**src/mhb_pkg.sv**
```systemverilog
/*
  Constants for the multiplexed host bus controller: timing figures in ns,
  derived cycle counts at 200 MHz, command register offsets and modes.
  Assumes a single 200 MHz clock in the controller.
*/
package mhb_pkg;
  localparam int CLK_PERIOD_PS = 5000;
  // Least times, rounded up to cycles
  localparam int T_WALE_NS = 10;
  localparam int T_ADRS_NS = 10;
  localparam int T_ADRH_NS = 5;
  localparam int T_ALERD_NS = 5;
  localparam int T_RDWRS_NS = 5;
  localparam int T_RDWRH_NS = 5;
  localparam int T_STRB_NS = 32;
  localparam int T_RECOV_NS = 13;
  localparam int T_RDDV_NS = 30;
  localparam int T_DS_NS = 7;
  function automatic int ns2cyc(input int ns);
    int c;
    c = (ns * 1000 + CLK_PERIOD_PS - 1) / CLK_PERIOD_PS;
    return (c < 1) ? 1 : c;
  endfunction
  localparam int C_WALE = ns2cyc(T_WALE_NS > T_ADRS_NS ? T_WALE_NS
                                                       : T_ADRS_NS);
  localparam int C_ADRH = ns2cyc(T_ADRH_NS);
  localparam int C_ALERD = ns2cyc(T_ALERD_NS);
  localparam int C_RDWRS = ns2cyc(T_RDWRS_NS);
  localparam int C_RDWRH = ns2cyc(T_RDWRH_NS);
  localparam int C_STRB = ns2cyc(T_STRB_NS > T_RDDV_NS ? T_STRB_NS
                                                       : T_RDDV_NS) + 1;
  localparam int C_RECOV = ns2cyc(T_RECOV_NS);
  localparam int C_DS = ns2cyc(T_DS_NS);
  localparam int CNT_W = 4;
  // Command register offsets (word addressed, 4-bit address)
  localparam logic [3:0] REG_CTRL = 4'h0;
  localparam logic [3:0] REG_ADDR = 4'h1;
  localparam logic [3:0] REG_WDATA = 4'h2;
  localparam logic [3:0] REG_CMD = 4'h3;
  localparam logic [3:0] REG_RDATA = 4'h4;
  localparam logic [3:0] REG_STAT = 4'h5;
  // Control register bit positions
  localparam int CTL_SCHEME = 0;
  localparam int CTL_LAT_LVL = 1;
  localparam int CTL_SEL_LVL = 2;
  localparam int CTL_RD_LVL = 3;
  localparam int CTL_WR_LVL = 4;
  localparam int CTL_GATE = 5;
  localparam int CTL_DUAL = 6;
  localparam int CTL_BYTE = 7;
  localparam int CTL_HIFIRST = 8;
  localparam logic [8:0] CTRL_RESET = 9'h000;
  // Command register bits
  localparam int CMD_GO = 0;
  localparam int CMD_WRITE = 1;
  localparam int CMD_NEWADDR = 2;
  typedef enum logic [3:0] {
    MHB_IDLE, MHB_LAT1, MHB_HOLD1, MHB_LAT2, MHB_HOLD2, MHB_GAP,
    MHB_SETUP, MHB_STROBE, MHB_RELEASE, MHB_RECOV
  } mhb_state_type;
endpackage

```
**src/mhb_host_ctrl.sv**
```systemverilog
/*
  Host-side controller that drives a multiplexed address/data bus port
  through its pins, single or dual phase latching, either strobe scheme.
  Assumes pin inputs are synchronous to ref_clk_i and that software orders
  cycles through the command registers over a plain register port.
*/
// Our own choices: the register addresses and the address-and-strobe port.
`timescale 1ns/1ps
module mhb_host_ctrl (
  // Clock and reset
  input wire logic ref_clk_i,
  input wire logic rst_n_i,
  // Software register port
  input wire logic [3:0] sw_addr_i,
  input wire logic [15:0] sw_wdata_i,
  input wire logic sw_wr_i,
  input wire logic sw_rd_i,
  output logic [15:0] sw_rdata_o,
  // Address/data bus
  input wire logic [15:0] ad_i,
  output logic [15:0] ad_o,
  output logic [1:0] ad_oe_o,
  // Control pins
  output logic addr_latch_low_strobe_o,
  output logic addr_latch_high_strobe_o,
  output logic chip_select_o,
  output logic read_dir_o,
  output logic write_transfer_enable_strobe_o
);
  mhb_pkg::mhb_state_type state_q;
  logic [8:0] ctrl_q;
  logic [15:0] addr_q, wdata_q, rdata_q;
  logic [3:0] cnt_q;
  logic pend_q, pend_wr_q, pend_na_q, wrote_last_q, err_q, hi_phase_q;
  logic lat_q, sel_q, rd_q, wr_q;
  logic go;
  assign go = sw_wr_i && sw_addr_i == mhb_pkg::REG_CMD
           && sw_wdata_i[mhb_pkg::CMD_GO];

  // Level mapping: active flag to pin level
  function automatic logic lvl(input logic act, input logic hi);
    return hi ? act : ~act;
  endfunction

  // Configuration and operand registers
  always_ff @(posedge ref_clk_i) begin
    if (!rst_n_i) begin
      ctrl_q <= mhb_pkg::CTRL_RESET;
      addr_q <= 16'h0000;
      wdata_q <= 16'h0000;
    end else if (sw_wr_i) begin
      // Changing modes mid-cycle would corrupt the pins, so ignore it
      if (sw_addr_i == mhb_pkg::REG_CTRL && state_q == mhb_pkg::MHB_IDLE)
        ctrl_q <= sw_wdata_i[8:0];
      if (sw_addr_i == mhb_pkg::REG_ADDR)
        addr_q <= sw_wdata_i;
      if (sw_addr_i == mhb_pkg::REG_WDATA)
        wdata_q <= sw_wdata_i;
    end
  end

  // Pending command, taken when idle or queued
  always_ff @(posedge ref_clk_i) begin
    if (!rst_n_i) begin
      pend_q <= 1'b0;
      pend_wr_q <= 1'b0;
      pend_na_q <= 1'b0;
      err_q <= 1'b0;
    end else if (go && !pend_q) begin
      // New address after a write is illegal: refuse and flag it
      if (sw_wdata_i[mhb_pkg::CMD_NEWADDR] && wrote_last_q) begin
        err_q <= 1'b1;
      end else begin
        pend_q <= 1'b1;
        pend_wr_q <= sw_wdata_i[mhb_pkg::CMD_WRITE];
        pend_na_q <= sw_wdata_i[mhb_pkg::CMD_NEWADDR];
        err_q <= 1'b0;
      end
    end else if (state_q == mhb_pkg::MHB_IDLE && pend_q) begin
      pend_q <= 1'b0;
    end
  end

  // Cycle sequencer
  always_ff @(posedge ref_clk_i) begin
    if (!rst_n_i) begin
      state_q <= mhb_pkg::MHB_IDLE;
      cnt_q <= 4'h0;
      lat_q <= 1'b0;
      sel_q <= 1'b0;
      rd_q <= 1'b0;
      wr_q <= 1'b0;
      hi_phase_q <= 1'b0;
      wrote_last_q <= 1'b0;
      rdata_q <= 16'h0000;
    end else begin
      if (cnt_q != 4'h0)
        cnt_q <= cnt_q - 4'h1;
      unique case (state_q)
        mhb_pkg::MHB_IDLE: begin
          if (pend_q) begin
            sel_q <= 1'b1;
            if (pend_na_q || !wrote_last_q && pend_na_q) begin
              state_q <= mhb_pkg::MHB_LAT1;
              hi_phase_q <= ctrl_q[mhb_pkg::CTL_HIFIRST];
            end else begin
              state_q <= mhb_pkg::MHB_SETUP;
              cnt_q <= 4'(mhb_pkg::C_RDWRS);
            end
          end
        end
        mhb_pkg::MHB_LAT1, mhb_pkg::MHB_LAT2: begin
          // Select already active one cycle earlier, set in idle whatever the gating bit
          lat_q <= 1'b1;
          cnt_q <= 4'(mhb_pkg::C_WALE);
          state_q <= (state_q == mhb_pkg::MHB_LAT1) ? mhb_pkg::MHB_HOLD1
                                                    : mhb_pkg::MHB_HOLD2;
        end
        mhb_pkg::MHB_HOLD1, mhb_pkg::MHB_HOLD2: begin
          if (lat_q && cnt_q == 4'h0) begin
            lat_q <= 1'b0;
            cnt_q <= 4'(mhb_pkg::C_ADRH);
          end else if (!lat_q && cnt_q == 4'h0) begin
            if (state_q == mhb_pkg::MHB_HOLD1
                && ctrl_q[mhb_pkg::CTL_DUAL]) begin
              hi_phase_q <= ~hi_phase_q;
              state_q <= mhb_pkg::MHB_LAT2;
            end else begin
              state_q <= mhb_pkg::MHB_GAP;
              cnt_q <= 4'(mhb_pkg::C_ALERD);
            end
          end
        end
        mhb_pkg::MHB_GAP: begin
          if (cnt_q == 4'h0)
            state_q <= mhb_pkg::MHB_SETUP;
          cnt_q <= (cnt_q == 4'h0) ? 4'(mhb_pkg::C_RDWRS) : cnt_q - 4'h1;
        end
        mhb_pkg::MHB_SETUP: begin
          // Direction settles before enable; read strobe only for reads
          // Separate read strobe rises where a write strobe would
          rd_q <= ctrl_q[mhb_pkg::CTL_SCHEME] ? !pend_wr_q
            : !pend_wr_q && cnt_q == 4'h0;
          if (cnt_q == 4'h0) begin
            wr_q <= ctrl_q[mhb_pkg::CTL_SCHEME] || pend_wr_q;
            state_q <= mhb_pkg::MHB_STROBE;
            // Zero is a cycle too, so load one less than the length
            cnt_q <= 4'(mhb_pkg::C_STRB - 1);
          end
        end
        mhb_pkg::MHB_STROBE: begin
          if (cnt_q == 4'h0) begin
            if (!pend_wr_q)
              rdata_q <= ctrl_q[mhb_pkg::CTL_BYTE] ? {8'h00, ad_i[7:0]}
                                                   : ad_i;
            wr_q <= 1'b0;
            if (!ctrl_q[mhb_pkg::CTL_SCHEME])
              rd_q <= 1'b0;
            wrote_last_q <= pend_wr_q;
            state_q <= mhb_pkg::MHB_RELEASE;
            cnt_q <= 4'(mhb_pkg::C_RDWRH);
          end
        end
        mhb_pkg::MHB_RELEASE: begin
          if (cnt_q == 4'h0) begin
            rd_q <= 1'b0;
            sel_q <= 1'b0;
            state_q <= mhb_pkg::MHB_RECOV;
            cnt_q <= 4'(mhb_pkg::C_RECOV);
          end
        end
        mhb_pkg::MHB_RECOV: begin
          if (cnt_q == 4'h0)
            state_q <= mhb_pkg::MHB_IDLE;
        end
        default: state_q <= mhb_pkg::MHB_IDLE;
      endcase
    end
  end

  // Pin drive, all registered, levels per control bits
  always_ff @(posedge ref_clk_i) begin
    if (!rst_n_i) begin
      addr_latch_low_strobe_o <= 1'b1;
      addr_latch_high_strobe_o <= 1'b1;
      chip_select_o <= 1'b1;
      read_dir_o <= 1'b1;
      write_transfer_enable_strobe_o <= 1'b1;
      ad_o <= 16'h0000;
      ad_oe_o <= 2'b00;
    end else begin
      addr_latch_low_strobe_o <= lvl(lat_q && (!ctrl_q[mhb_pkg::CTL_DUAL]
        || !hi_phase_q), ctrl_q[mhb_pkg::CTL_LAT_LVL]);
      addr_latch_high_strobe_o <= lvl(lat_q && (!ctrl_q[mhb_pkg::CTL_DUAL]
        || hi_phase_q), ctrl_q[mhb_pkg::CTL_LAT_LVL]);
      chip_select_o <= lvl(sel_q, ctrl_q[mhb_pkg::CTL_SEL_LVL]);
      // Direction mode: read_dir high-active means read
      read_dir_o <= lvl(rd_q, ctrl_q[mhb_pkg::CTL_RD_LVL]);
      write_transfer_enable_strobe_o <= lvl(wr_q,
                                            ctrl_q[mhb_pkg::CTL_WR_LVL]);
      unique case (state_q)
        mhb_pkg::MHB_LAT1, mhb_pkg::MHB_HOLD1,
        mhb_pkg::MHB_LAT2, mhb_pkg::MHB_HOLD2: begin
          if (ctrl_q[mhb_pkg::CTL_DUAL]) begin
            ad_o <= {8'h00, hi_phase_q ? addr_q[15:8] : addr_q[7:0]};
            ad_oe_o <= 2'b01;
          end else begin
            ad_o <= addr_q;
            ad_oe_o <= 2'b11;
          end
        end
        mhb_pkg::MHB_SETUP, mhb_pkg::MHB_STROBE: begin
          ad_o <= wdata_q;
          // Upper lane stays off in byte mode; device may hold it
          ad_oe_o <= pend_wr_q ? {!ctrl_q[mhb_pkg::CTL_BYTE], 1'b1}
                               : 2'b00;
        end
        default: begin
          ad_oe_o <= 2'b00;
        end
      endcase
    end
  end

  // Read port, data one cycle after the strobe
  always_ff @(posedge ref_clk_i) begin
    if (!rst_n_i) begin
      sw_rdata_o <= 16'h0000;
    end else if (sw_rd_i) begin
      unique case (sw_addr_i)
        mhb_pkg::REG_CTRL: sw_rdata_o <= {7'h00, ctrl_q};
        mhb_pkg::REG_ADDR: sw_rdata_o <= addr_q;
        mhb_pkg::REG_WDATA: sw_rdata_o <= wdata_q;
        mhb_pkg::REG_RDATA: sw_rdata_o <= rdata_q;
        mhb_pkg::REG_STAT: sw_rdata_o <= {12'h000, wrote_last_q, err_q,
          pend_q, state_q != mhb_pkg::MHB_IDLE};
        default: sw_rdata_o <= 16'h0000;
      endcase
    end else begin
      sw_rdata_o <= 16'h0000;
    end
  end
endmodule

```
**config.mk**
```make
export PLATFORM = sky130hd
export DESIGN_NAME = mhb_host_ctrl
export DESIGN_NICKNAME = d
export VERILOG_FILES = /design/src/mhb_pkg.sv /design/src/mhb_host_ctrl.sv
export SDC_FILE = /design/constraint.sdc
export NUM_CORES = 1
export LEC_CHECK = 0
export ABC_AREA = 1
export BUFFER_PORTS_ARGS = -buffer_cell sky130_fd_sc_hd__buf_2
export CAP_MARGIN = 0
export CORE_MARGIN = 2
export CORE_UTILIZATION = 56
export DETAILED_ROUTE_END_ITERATION = 7
export PLACE_DENSITY = 0.87
export SETUP_SLACK_MARGIN = 0.4
export SYNTH_ARGS = -nofsm -noshare
export SYNTH_HDL_FRONTEND = slang
export SYNTH_SLANG_ARGS = --single-unit
```
**constraint.sdc**
```tcl
create_clock -name ref_clk_i -period 2.3 [get_ports ref_clk_i]
set_clock_uncertainty 0.1 [all_clocks]
set_input_delay 0.345 -clock ref_clk_i [delete_from_list [all_inputs] [get_ports ref_clk_i]]
set_output_delay 0.345 -clock ref_clk_i [all_outputs]
set_load 0.02 [all_outputs]
```
==> run metrics <==
outcome finished, final reports clean; Longest Clk Path Bufs 2; diodes inserted 0; Area Overhead vs Synth 25.9%; first-pass GRT wire length around 23 mm; final hold vios 0; Synth area leader dfxtp_1; post-synthesis register bit count between 100 and 150; period utilisation layout around four fifths; Die Span X 98.8 um; initial antenna violation count 0; PwrDens 1100 nW/um^2; Top Usage Layer GRT met2; Slowest-stage cell, CP dfxtp_1; top post-synthesis cells by area dfxtp_1 (45%), nand2_1 (9.8%), o21ai_0 (9.6%); register area share after synthesis a little under half; type of destination of the critical path register; leakage around 2.8 nW; root buf cell clkbuf_8; Endpoint, Worst Hold wdata_q[10]; Critical Path Max Stage Delay 0.32 ns; Congestion Overflow GR 0; Avg Cell Area, Syn 7.29 sq um; Via Count ~5.2k; final setup vio count 0; FFs w/ async S/R, synth 0%; commonest cells in the netlist nand2_1 (131), dfxtp_1 (114), o21ai_0 (96); post-synth net total ~730; DP Cell Count 856; vias in the first global route just under 5k; Final ANT Viol Nets 0; Synth top area share approximately 45%; CP bufs+invs 2; mapped cell area around 5000 sq um; drt first-iter violations between 600 and 700; PortBufs 78; largest net degree at the start of global routing 53; M3 GR Usage under 10%; relative slew slack about three fifths; Max Clk Rate ~550 MHz; max-slew violation count 0; GR Util met1 between 30% and 40%; CP Class register to register; hold path start sw_wdata_i[10]; worst skew pair latency between 0.5 and 0.6 ns; residual DRC count 0; Warnings, synthesis 0; gr usage total 30.0%; share of layout cells above drive strength 1 between 20% and 30%; cell with the most instances after synthesis nand2_1; io pins ~80; crit path DAT ~2.2 ns; cell depth of the worst hold path 3; Initial Util about 58%; Clock Sinks roughly 110; Max VDD drop around 0.00056 V; setup TNS 0 ns; Startpoint Class register; area of the core about 8700 sq um; drt wl/cell approximately 16 um; RSZ-0062 raised after global routing false; R2R Setup Slk about 0.49 ns; largest delay contributor family on the critical path simple AND/OR/NAND/NOR gates; Placer Congestion 0.935; die area a little under 10000 sq um; Post-Syn Instances between 600 and 700; Post-Route WL 14.7 mm; Unique masters post-synth 38; Nets between 800 and 900; commonest register cell after synthesis dfxtp_1; Die Y-Extent just under 100 um; worst hold path type primary input to register; CTS H-Tree Depth 4; Final min period between 1.5 and 2 ns; Worst Path Max Fanout 8; std cell rows 34; final std cells w/o fill between 900 and 1k; clk slew on worst S/H paths approximately 0.06 ns; Most Frequent Cell on Critical Path nand2_1; Max Cap Viol 0; FF-to-FF Start cnt_q[1]; met2 Usage GRT a little under half; Reg-to-Reg End rdata_q[11]; EDFF count, synth 0; CTS tree done; routed vias/inst 5.72; detailed placement HPWL a little under 10 mm; Pre-antenna DRT Iters 5; R2R cell count 9; Req. time, crit path between 2 and 3 ns; CTS buffer count 17; CP cell instances inv_2, ha_4, nand2_1, nor2_4, nand4_4, nor3_4, buf_4, nand2_1, nand2_1; Worst Tran Pin Value 0.591 ns
-- flip-flops by register name, summed over array words and instances, names as in the netlist, 2 cells and up --
| register | cells |
|---|---|
| cnt_q | 4 |
| state_q | 4 |
| addr_q | 16 |
| rdata_q | 16 |
| ad_o | 16 |
| ad_oe_o | 2 |
| sw_rdata_o | 16 |
| wdata_q | 16 |
| ctrl_q | 9 |
-- worst reg2reg max path: cells and delay by family (launching register included) --
family,cells,cell delay (ns)
and+or+nand+nor,6,0.96
DFF,1,0.32
buffers and inverters,2,0.24
adders and majority gates,1,0.15
-- routing by layer --
metal | share of wire, % | wire (um)
met1 | 41 | 5960
met2 | 47 | 6840
met3 | 9.8 | 1440
met4 | 2.9 | 424
met5 | 0 | 0
-- cell type report --
cell class / instances / area [sq um]
clock buffer: 17 / 414
clock inverter: 15 / 151
timing repair buffer: 111 / 694
sequential: 114 / 2280
fill: 642 / 2390
inverter: 81 / 309
tap: 108 / 135
multi-input combinational: 468 / 2340
-- kinds of logic (layout without fill, tap and decap cells) --
kind of cell,count (synthesis),after routing,synth area share [%]
compound gates,201,201,21.8
xor+xnor,1,1,0.174
fa+ha+maj,2,2,0.497
buf+inv,108,224,8.83
flops,114,114,45.4
simple gates,264,264,23.3
-- what timing repair did --
item                                    CTS  global route
buffers inserted                          1             9
hold endpoints to repair                 16             0
resized for setup                         0            13
endpoints found under the setup margin    2            36
pin swaps                                 1             6
hold buffers                             16             0
-- report_power, final --
group,internal [mW],switching [mW]
logic,0.738,1.42
clock network,1.46,1.03
registers,2.17,0.137
-- through the flow --
step / instance area [sq um] / setup slack [ns] / util [%] / total power, mW / hold slack [ns]
after floorplan: 5030 / 0.671 / - / 3.90 / 0.326
after global placement: 5470 / 0.391 / 62.7 / 4.24 / 0.342
after detailed placement: 5470 / 0.325 / 62.7 / 4.29 / 0.341
after CTS: 6220 / 0.408 / 71.3 / 6.78 / 0.0237
after global routing: 6330 / 0.380 / 72.6 / 7.33 / 0.0468
final: 6330 / 0.486 / 72.6 / 6.96 / 0.0311
-- worst max-delay path by stage --
stage	startpoint	endpoint	slack (ns)	cells after the start
6_report	cnt_q[1]	rdata_q[11]	0.49	9
5_1_grt	cnt_q[1]	state_q[0]	0.38	12
4_1_cts	cnt_q[0]	rdata_q[15]	0.41	8
3_5_place_dp	sw_addr_i[3]	ctrl_q[3]	0.33	8
3_3_place_gp	sw_addr_i[3]	ctrl_q[4]	0.39	8
2_1_floorplan	cnt_q[0]	cnt_q[0]	0.67	10
-- layout by cell type, fill, tap and decap left out, types with 2 or more instances in the layout --
master         instances
nand2_1              130
dfxtp_1              112
o21ai_0               96
nor2_1                80
buf_2                 78
inv_1                 71
a21oi_1               68
nand3_1               27
clkbuf_16             16
dlygate4sd3_1         16
buf_4                 15
a211oi_1              10
inv_2                  8
o22ai_1                8
nand2_2                6
o221ai_1               6
nor2_2                 5
nor2_4                 5
inv_6                  5
clkinv_4               5
o211ai_1               4
o21ai_1                3
nor3_1                 2
a211oi_2               2
nor3_4                 2
a31oi_1                2
clkinvlp_4             2
inv_8                  2
dfxtp_2                2
Power figures use the tool's default switching activity.
